$ cat src/hw/hfp_regs.svh
`ifndef HFP_REGS_SVH
`define HFP_REGS_SVH
// Host port word addresses
`define HFP_ADDR_W 6
`define HFP_RXD_WIN 2'b00
`define HFP_TXD_WIN 2'b01
`define HFP_RXS_POP 6'h20
`define HFP_RXS_NONPOP_STATUS_PORT 6'h21
`define HFP_TXS_POP 6'h22
`define HFP_TXS_NONPOP_STATUS_PORT 6'h23
`define HFP_CTRL 6'h24
`define HFP_STAT 6'h25
`define HFP_CFG 6'h26
// Control and status bit positions
`define HFP_CTRL_SRST 0
`define HFP_ST_RXOVF 0
`define HFP_ST_TXSOVF 1
`define HFP_ST_LINK 2
`define HFP_ST_ERR 3
`define HFP_ST_TXEMPTY 4
// Size limit fields in the configuration word
`define HFP_CFG_RXD_LSB 0
`define HFP_CFG_RXS_LSB 8
`define HFP_CFG_TXD_LSB 16
`define HFP_LIM_W 8
// Reset values
`define HFP_CFG_RST 32'h00ffffff
`define HFP_FLAG_RST 1'b0
`endif

$ cat src/hw/hfp_pkg.sv
package hfp_pkg;
  typedef struct packed {
    logic wr;
    logic [5:0] addr;
    logic [31:0] wdata;
  } hfp_req_s;
  typedef enum {HFP_RXS, HFP_RXD, HFP_TXS, HFP_TXD} hfp_queue_e;
endpackage

$ cat src/hw/hfp_core.sv
// Function
// Writes to read-only locations change nothing stored.
// Reads of write-only locations return zero.
// Writing one clears a write_one_clear bit; zero leaves it.
// A read_clear bit clears when the host reads it.
// Latch_low_bit and latch_high_bit hold until the register is read.
// Soft_reset_immune fields survive software reset; system reset restores them.
// Host writes zeros to reserved bits and ignores their read value.
// Host never writes reserved registers; their reads are undefined.
// System or software reset loads every register with its default; the code keeps cfg_q through software reset.
// Software programs operating parameters after reset.
// Four queues; data and receive status sizes set by configuration.
// Host writes to receive queue ports have no effect.
// Reading receive status pop port returns and removes the head.
// Receive status nonpop_status_port port returns the head without removing it.
// Every receive data read pops; sixteen aliased word addresses.
// Reading transmit status pop port returns and removes the head.
// Transmit status nonpop_status_port port returns the head, queue unchanged.
// Transmit data queue is write only, sixteen aliased addresses.
`timescale 1ns/1ps
`include "hfp_regs.svh"
module hfp_core #(
  parameter int DEPTH = 16,
  parameter int AW = 4
) (
  // Clock and reset
  input wire logic clock_in,
  input wire logic sys_rst_in,
  // Host port
  input wire logic host_req_valid_in,
  input wire hfp_pkg::hfp_req_s host_req_in,
  output logic [31:0] host_rdata_out,
  output logic host_ack_out,
  // Receive status fill side
  input wire logic rx_sts_valid_in,
  input wire logic [31:0] rx_sts_data_in,
  output logic rx_sts_ready_out,
  // Receive data fill side
  input wire logic rx_data_valid_in,
  input wire logic [31:0] rx_data_in,
  output logic rx_data_ready_out,
  // Transmit status fill side
  input wire logic tx_sts_valid_in,
  input wire logic [31:0] tx_sts_data_in,
  output logic tx_sts_ready_out,
  // Transmit data drain side
  output logic tx_data_valid_out,
  output logic [31:0] tx_data_out,
  input wire logic tx_data_ready_in,
  // Datapath events and reset out
  input wire logic mac_link_in,
  input wire logic mac_err_in,
  output logic soft_rst_out
);
  localparam int NQ = 4;
  localparam int I_RXS = int'(hfp_pkg::HFP_RXS);
  localparam int I_RXD = int'(hfp_pkg::HFP_RXD);
  localparam int I_TXS = int'(hfp_pkg::HFP_TXS);
  localparam int I_TXD = int'(hfp_pkg::HFP_TXD);

  logic [31:0] mem_q [NQ][DEPTH];
  logic [AW-1:0] wp_q [NQ];
  logic [AW-1:0] rp_q [NQ];
  logic [AW:0] cnt_q [NQ];
  logic [AW:0] cnt_d [NQ];
  logic rdy_q [NQ];
  logic push [NQ];
  logic pop [NQ];
  logic [31:0] din [NQ];
  logic [31:0] head [NQ];
  logic [`HFP_LIM_W-1:0] lim [NQ];
  logic [31:0] cfg_q;
  logic srst_q;
  logic rst_any;
  logic rx_ovf_q, txs_ovf_q, link_ll_q, err_lh_q;
  logic [31:0] b0_q, b1_q;
  logic [1:0] bcnt_q;
  logic tx_valid_q;
  logic [31:0] rdata_q, rdata_d;
  logic ack_q;
  logic rd, wr, hit_rxd, hit_txd, rd_stat, wr_stat, deq;
  logic [31:0] stat;
  logic [5:0] addr;
  assign rst_any = sys_rst_in | srst_q;
  assign addr = host_req_in.addr;
  assign rd = host_req_valid_in & ~host_req_in.wr;
  assign wr = host_req_valid_in & host_req_in.wr;
  assign hit_rxd = addr[5:4] == `HFP_RXD_WIN;
  assign hit_txd = addr[5:4] == `HFP_TXD_WIN;
  assign rd_stat = rd & (addr == `HFP_STAT);
  assign wr_stat = wr & (addr == `HFP_STAT);
  assign deq = tx_valid_q & tx_data_ready_in;
  // size limits
  assign lim[I_RXS] = cfg_q[`HFP_CFG_RXS_LSB +: `HFP_LIM_W];
  assign lim[I_RXD] = cfg_q[`HFP_CFG_RXD_LSB +: `HFP_LIM_W];
  assign lim[I_TXS] = {`HFP_LIM_W{1'b1}};
  assign lim[I_TXD] = cfg_q[`HFP_CFG_TXD_LSB +: `HFP_LIM_W];
  assign din[I_RXS] = rx_sts_data_in;
  assign din[I_RXD] = rx_data_in;
  assign din[I_TXS] = tx_sts_data_in;
  assign din[I_TXD] = host_req_in.wdata;
  // host writes never fill
  assign push[I_RXS] = rx_sts_valid_in & rdy_q[I_RXS];
  assign push[I_RXD] = rx_data_valid_in & rdy_q[I_RXD];
  assign push[I_TXS] = tx_sts_valid_in & rdy_q[I_TXS];
  // aliased write window
  assign push[I_TXD] = wr & hit_txd & rdy_q[I_TXD];
  // destructive read
  assign pop[I_RXS] = rd & (addr == `HFP_RXS_POP) & (cnt_q[I_RXS] != '0);
  // aliased popping read
  assign pop[I_RXD] = rd & hit_rxd & (cnt_q[I_RXD] != '0);
  // destructive read
  assign pop[I_TXS] = rd & (addr == `HFP_TXS_POP) & (cnt_q[I_TXS] != '0);
  // Drain only into free buffer slots so a stalled receiver loses nothing
  assign pop[I_TXD] = (cnt_q[I_TXD] != '0) & (bcnt_q != 2'd2);
  // One queue per entry; reads never touch the storage
  for (genvar g = 0; g < NQ; g++) begin : g_q
    assign head[g] = mem_q[g][rp_q[g]];
    always_comb begin
      cnt_d[g] = cnt_q[g] + (AW+1)'(push[g]) - (AW+1)'(pop[g]);
    end
    always_ff @(posedge clock_in) begin
      if (push[g]) begin
        mem_q[g][wp_q[g]] <= din[g];
      end
    end
    // queues empty on either reset
    always_ff @(posedge clock_in) begin
      if (rst_any) begin
        wp_q[g] <= '0;
        rp_q[g] <= '0;
        cnt_q[g] <= '0;
        rdy_q[g] <= 1'b0;
      end else begin
        wp_q[g] <= wp_q[g] + AW'(push[g]);
        rp_q[g] <= rp_q[g] + AW'(pop[g]);
        cnt_q[g] <= cnt_d[g];
        rdy_q[g] <= (32'(cnt_d[g]) < 32'(lim[g])) && (32'(cnt_d[g]) < DEPTH);
      end
    end
  end
  // Two-entry transmit buffer
  always_ff @(posedge clock_in) begin
    if (rst_any) begin
      bcnt_q <= 2'h0;
      tx_valid_q <= 1'b0;
      b0_q <= 32'h0;
      b1_q <= 32'h0;
    end else begin
      case ({pop[I_TXD], deq})
        2'b10: begin
          if (bcnt_q == 2'h0) begin
            b0_q <= head[I_TXD];
          end else begin
            b1_q <= head[I_TXD];
          end
          bcnt_q <= bcnt_q + 2'h1;
          tx_valid_q <= 1'b1;
        end
        2'b01: begin
          b0_q <= b1_q;
          bcnt_q <= bcnt_q - 2'h1;
          tx_valid_q <= bcnt_q == 2'h2;
        end
        2'b11: begin
          if (bcnt_q == 2'h1) begin
            b0_q <= head[I_TXD];
          end else begin
            b0_q <= b1_q;
            b1_q <= head[I_TXD];
          end
        end
        default: begin
        end
      endcase
    end
  end
  // write_one_clear, set wins
  always_ff @(posedge clock_in) begin
    if (rst_any) begin
      rx_ovf_q <= `HFP_FLAG_RST;
    end else if (rx_data_valid_in & ~rdy_q[I_RXD]) begin
      rx_ovf_q <= 1'b1;
    end else if (wr_stat & host_req_in.wdata[`HFP_ST_RXOVF]) begin
      rx_ovf_q <= 1'b0;
    end
  end
  // read_clear, set wins
  always_ff @(posedge clock_in) begin
    if (rst_any) begin
      txs_ovf_q <= `HFP_FLAG_RST;
    end else if (tx_sts_valid_in & ~rdy_q[I_TXS]) begin
      txs_ovf_q <= 1'b1;
    end else if (rd_stat) begin
      txs_ovf_q <= 1'b0;
    end
  end
  // latch_low_bit and latch_high_bit
  always_ff @(posedge clock_in) begin
    if (rst_any) begin
      link_ll_q <= `HFP_FLAG_RST;
      err_lh_q <= `HFP_FLAG_RST;
    end else begin
      if (rd_stat) begin
        link_ll_q <= mac_link_in;
      end else if (~mac_link_in) begin
        link_ll_q <= 1'b0;
      end
      if (mac_err_in) begin
        err_lh_q <= 1'b1;
      end else if (rd_stat) begin
        err_lh_q <= 1'b0;
      end
    end
  end
  // soft_reset_immune limits, only system reset restores
  always_ff @(posedge clock_in) begin
    if (sys_rst_in) begin
      cfg_q <= `HFP_CFG_RST;
    end else if (wr & (addr == `HFP_CFG)) begin
      cfg_q <= host_req_in.wdata;
    end
  end
  // Self_clearing software reset, one cycle wide
  always_ff @(posedge clock_in) begin
    if (rst_any) begin
      srst_q <= 1'b0;
    end else begin
      srst_q <= wr & (addr == `HFP_CTRL) & host_req_in.wdata[`HFP_CTRL_SRST];
    end
  end

  always_comb begin
    stat = 32'h0;
    stat[`HFP_ST_RXOVF] = rx_ovf_q;
    stat[`HFP_ST_TXSOVF] = txs_ovf_q;
    stat[`HFP_ST_LINK] = link_ll_q;
    stat[`HFP_ST_ERR] = err_lh_q;
    stat[`HFP_ST_TXEMPTY] = (cnt_q[I_TXD] == '0) & ~tx_valid_q;
  end
  // write-only ports read zero; R14 R17 nonpop_status_port returns head
  always_comb begin
    rdata_d = 32'h0;
    if (hit_rxd) begin
      rdata_d = (cnt_q[I_RXD] != '0) ? head[I_RXD] : 32'h0;
    end else if ((addr == `HFP_RXS_POP) | (addr == `HFP_RXS_NONPOP_STATUS_PORT)) begin
      rdata_d = (cnt_q[I_RXS] != '0) ? head[I_RXS] : 32'h0;
    end else if ((addr == `HFP_TXS_POP) | (addr == `HFP_TXS_NONPOP_STATUS_PORT)) begin
      rdata_d = (cnt_q[I_TXS] != '0) ? head[I_TXS] : 32'h0;
    end else if (addr == `HFP_STAT) begin
      rdata_d = stat;
    end else if (addr == `HFP_CFG) begin
      rdata_d = cfg_q;
    end
  end

  always_ff @(posedge clock_in) begin
    if (sys_rst_in) begin
      ack_q <= 1'b0;
      rdata_q <= 32'h0;
    end else begin
      ack_q <= host_req_valid_in;
      rdata_q <= rd ? rdata_d : 32'h0;
    end
  end
  assign host_rdata_out = rdata_q;
  assign host_ack_out = ack_q;
  assign rx_sts_ready_out = rdy_q[I_RXS];
  assign rx_data_ready_out = rdy_q[I_RXD];
  assign tx_sts_ready_out = rdy_q[I_TXS];
  assign tx_data_valid_out = tx_valid_q;
  assign tx_data_out = b0_q;
  assign soft_rst_out = srst_q;
endmodule

$ cat config.mk
export PLATFORM = sky130hd
export DESIGN_NAME = hfp_core
export DESIGN_NICKNAME = d
export VERILOG_FILES = /design/src/hw/hfp_pkg.sv /design/src/hw/hfp_core.sv
export VERILOG_INCLUDE_DIRS = /design/src /design/src/hw
export SDC_FILE = /design/constraint.sdc
export NUM_CORES = 2
export LEC_CHECK = 0
export ABC_AREA = 1
export BUFFER_PORTS_ARGS = -buffer_cell sky130_fd_sc_hd__buf_2
export CORE_AREA = 5 5 559 561
export CTS_CLUSTER_SIZE = 40
export DETAILED_ROUTE_END_ITERATION = 6
export DIE_AREA = 0 0 564 566
export HOLD_SLACK_MARGIN = 0.03
export PLACE_DENSITY = 0.4
export SYNTH_ARGS = -nofsm -noshare
export SYNTH_HDL_FRONTEND = slang
export SYNTH_SLANG_ARGS = --single-unit
export TNS_END_PERCENT = 5
$ cat constraint.sdc
create_clock -name clock_in -period 5.57 [get_ports clock_in]
set_input_delay 0.557 -clock clock_in [delete_from_list [all_inputs] [get_ports clock_in]]
set_output_delay 0.557 -clock clock_in [all_outputs]
set_load 0.01 [all_outputs]
== Word level (Yosys, flattened, before mapping) ==
Memories as Yosys holds them, arrays and structs flattened.
Cells that the tools add are included.
Word-level totals
  register bits after elaboration: 137
  RAM bits: 2104
  input port bits: 144
  output and inout bits: 70
  word-level logic and storage cells: 223
  memories: 5
Cells by class
  $add $sub $neg: 18
  magnitude comparators: 20
  eq/ne operators: 18
  multiplexer cells: 70
  bitwise logic cells: 56
  reductions and logical operators: 24
Memories
  mem_q: depth 4, width 512, rd ports 4, clocked after Yosys merged registers in 0, wr ports 4, RTL line hfp_core.sv:61  | logic [31:0] mem_q [NQ][DEPTH];
  cnt_q: depth 4, width 5, rd ports 4, clocked after Yosys merged registers in 0, wr ports 4, RTL line hfp_core.sv:64  | logic [AW:0] cnt_q [NQ];
  rp_q: depth 4, width 4, rd ports 4, clocked after Yosys merged registers in 0, wr ports 4, RTL line hfp_core.sv:63  | logic [AW-1:0] rp_q [NQ];
  wp_q: depth 4, width 4, rd ports 4, clocked after Yosys merged registers in 0, wr ports 4, RTL line hfp_core.sv:62  | logic [AW-1:0] wp_q [NQ];
  rdy_q: depth 4, width 1, rd ports 4, clocked after Yosys merged registers in 0, wr ports 4, RTL line hfp_core.sv:66  | logic rdy_q [NQ];
Operators with widths (count)
  2-to-1 mux 512 bit: 4
  2-to-1 mux 32 bit: 24
  binary-select mux 32 bit (select 4 bit): 4
  demux 32 bit (select 4 bit): 4
  one-hot mux 32 bit (3 select lines): 1
  one-hot mux 32 bit (2 select lines): 1
  == test 6 bit (second input constant): 7
  greater-or-equal comparator 5 bit (second input constant): 8
  inverter 4 -> 5 bit: 8
  adder 4 x 1 -> 4 bit: 8
  2-to-1 mux 4 bit: 8
  bitwise AND 1 bit: 24
  < comparator 5 x 8 -> 1 bit: 3
  adder 5 x 1 -> 5 bit: 4
  < comparator 5 x 1 -> 1 bit (second input constant): 4
  < comparator 5 bit (second input constant): 4
  2-to-1 mux 5 bit: 4
  nonzero test 5 bit: 4
  subtractor 5 x 1 -> 5 bit: 4
  bitwise OR 1 bit: 19
  2-to-1 mux 1 bit: 18
  nonzero test 2 bit: 5
  logical AND 1 bit: 8
  < comparator 5 x 8 -> 1 bit (second input constant): 1
  other kinds (15): 27

== Longest topological paths before layout ==
An unclocked memory read counts as a cell.
  depth in word-level cells: 9
  depth in mapped cells: 19
  depth with buffers taken out: 19

== Worst setup path after synthesis ==
OpenSTA, ideal clock, no wires.
  path type: in2reg
  start: input port tx_sts_valid_in
  end: memory mem_q[2][224] in the netlist's numbering, enable pin
  library setup time: 0.461 ns
  arrival time: 2.990 ns
  required time: 5.109 ns
  path slack: 2.119 ns
  stages on the path: 2
  path buffers: 0
  cells stage by stage: nand2_1 > nor3_1
RTL lines
  start: declaration: RTL line hfp_core.sv:43  | input wire logic tx_sts_valid_in,
  end: declaration: RTL line hfp_core.sv:61

==> impl_metrics.toml <==
[global_route]
grt_pass1_vias = 57500
antenna_found_initial = 46
grt_pass1_wl_um = 426000
grt_max_degree = 147
globalRouteTotalUtil_pct = 18.1
overflow = 0

[yosys]
ys_seq_area_share_pct = 71.4
synth_seq_cells = 2241
syn-num-nets = 8293
synth_top_area_cell = "edfxtp_1"
synth-edff-count = 2048
synth_most_common_cell = "nand2_1"
yosysWarnings = 0
netlist_top_cells_count = "nand2_1, edfxtp_1, nand3_1, inv_1, nor2_1"
synth_cell_type_count = 34
netlist_top_cells_area = "edfxtp_1, nand2_1, nand3_1"
synth_area_mm2 = 0.0915
synth_top_area_share_pct = 67.2
avgSynthCellArea_um2 = 11.3
synth_ff_type = "edfxtp_1"
syn_inst = 8089
synthArstFlopShare_pct = 0

[cts]
cts_root_buf = "clkbuf_16"
cts_buffer_depth = 4
clock-sinks = 2241
htree_levels = 5
cts_tree = "done"
clock_latency_ps = 880
cts_resized = 0
cts_setup_buffers = 0
cts.hold.buffers_added = 64
cts-buffers-inserted = 270
clk_pin_slew_worst_paths_ps = 60

[placed_design]
dp_hpwl_um = 175000
port_buffers = 213
finalWeightedCongestion = 0.784

[drt]
drtPass1Iterations = 5
num_vias = 59500
avgViaCountPerCell = 4.69
drc = 0
wl_um = 297000
drt-initial-drc-count = 4292
postRouteAntennaNets = 0
wl_per_cell_um = 23.4

[worst_hold_path]
hp-start = "rx_data_in[22]"
hp-class = "in -> reg"

[floorplan]
row_count = 204
initial_core_util_pct = 29.8
die-area_mm2 = 0.319
die_h_um = 566
coreArea_mm2 = 0.307
die_w_um = 564
ios = 214

[sta]
layout_min_cycle_time_ps = 3380
worstMarginPinSlew_ps = 1260
hold_viol = 0
slew_violations = 0
fmax_ghz = 0.296
setup_tns_ps = 0
rsz0062_at_grt = "no"
relSlewSlack_pct = 15.7
setup_viol_count_final = 0
skew_ps = 65.4
hold_ws_ps = 106
post-route-period-util_pct = 60.7

[worst_setup_path]
ff2ff_setup_slack_ps = 2190
cp.required_ps = 6300
start_kind = "register"
cp_max_fo = 29
arrival_ps = 4110
critPathLaunch = "rp_q[2][1]$_SDFF_PP0_"
r2r-start = "rp_q[2][1]$_SDFF_PP0_"
cp-end-kind = "register"
path_class = "reg -> reg"

[finish]
nNetsFinal = 8559
area_growth_pct = 16.5
drive_gt1_share_pct = 9.90

[flow_run]
maxCapViolations = 0

[power_and_ir_drop]
power_mw = 41.2
leakage_nw = 39.3
peakVddDrop_uv = 255
p_per_area_mw_per_mm2 = 386

[outcome]
outcome = "finished, final reports clean"
cells in the final DEF (no fill, tap or decap), types with 14 or more instances in the layout:
cell / n
a21oi_1: 258
buf_12: 17
buf_2: 213
buf_4: 151
clkbuf_1: 71
clkbuf_16: 275
clkbuf_8: 17
clkinv_1: 48
clkinv_2: 36
dfxtp_1: 180
diode_2: 19
dlygate4sd3_1: 64
edfxtp_1: 2048
ha_1: 56
inv_1: 654
nand2_1: 2098
nand3_1: 919
nand3b_1: 32
nor2_1: 601
nor2_4: 51
nor3_2: 19
o211ai_1: 206
o21ai_0: 396
o21ai_1: 35
xnor2_1: 14
state kept, by name, summed over array words and instances (netlist names):
signal and count:
txs_ovf_q 1, link_ll_q 1, host_ack_out 1, cfg_q 32
bcnt_q 2, mem_q 2048, wp_q 16, rx_ovf_q 1
tx_data_out 32, tx_data_valid_out 1, cnt_q 20, b1_q 32
rp_q 16, err_lh_q 1, soft_rst_out 1, rdy_q 4
host_rdata_out 32
where the power goes:
| part | internal [mW] | switching (mW) | leakage, nW | total (mW) |
|---|---|---|---|---|
| Clock | 9.76 | 7.07 | 4.07 | 16.8 |
| Sequential | 18.8 | 0.291 | 20.0 | 19.1 |
| Combinational | 1.47 | 3.75 | 15.3 | 5.22 |
layout make-up:
cell class / instances / area (um^2)
multi-input combinational: 4723 / 21900
timing repair buffer: 445 / 3180
inverter: 674 / 2550
antenna: 19 / 47.5
fill: 30600 / 201000
sequential: 2241 / 65400
clock inverter: 108 / 961
clock buffer: 364 / 7390
tap: 4120 / 5150
cells by family (layout without fill, tap and decap cells):
family          Yosys count  after routing  share of synthesized area (%)
fa+ha+maj                60             60                          0.853
xor+xnor                 20             20                          0.191
other cells               0             19                              0
flops                  2241           2241                           71.4
simple gates           3736           3736                           16.8
buf+inv                1125           1591                           5.15
compound gates          907            907                           5.55
routing by layer:
metal	vias to the layer above	global-route usage, %	wire length, um
li1	28300	-	-
met1	29600	25.4	137000
met2	1194	29.7	139000
met3	402	2.68	13000
met4	24	4.07	7110
met5	-	0	137
per-stage QoR:
stage          utilization [%]  worst slack, ps  instances  instance area, um^2
6_report                  34.7             2190      12700               107000
5_1_grt                   34.7             1990      12700               107000
4_1_cts                   34.7             2050      12700               107000
3_5_place_dp              31.7             1820      12100                97600
3_3_place_gp              31.7             1790      12100                97600
2_1_floorplan                -             2120       8089                91500
worst paths after layout:
path	depth (start not counted)	end
worst min-delay path	1	mem_q[1][310]$_DFFE_PP_
worst max register to register	12	host_rdata_out[28]$_SDFF_PP0_
worst min register to register	2	link_ll_q$_SDFFE_PP0P_
worst max-delay path	12	host_rdata_out[28]$_SDFF_PP0_
critical path: stages (launching register included):
cell,delay (ps)
dfxtp_2,620
nand2_1,120
inv_2,720
buf_4,350
nand3_1,100
nand2_1,90
nor2_1,40
nand2_1,90
nand2_1,180
nand2_1,280
nand3_1,340
nor2_1,240
nor2_1,60
Note: power is estimated with default switching activity, not from simulation.
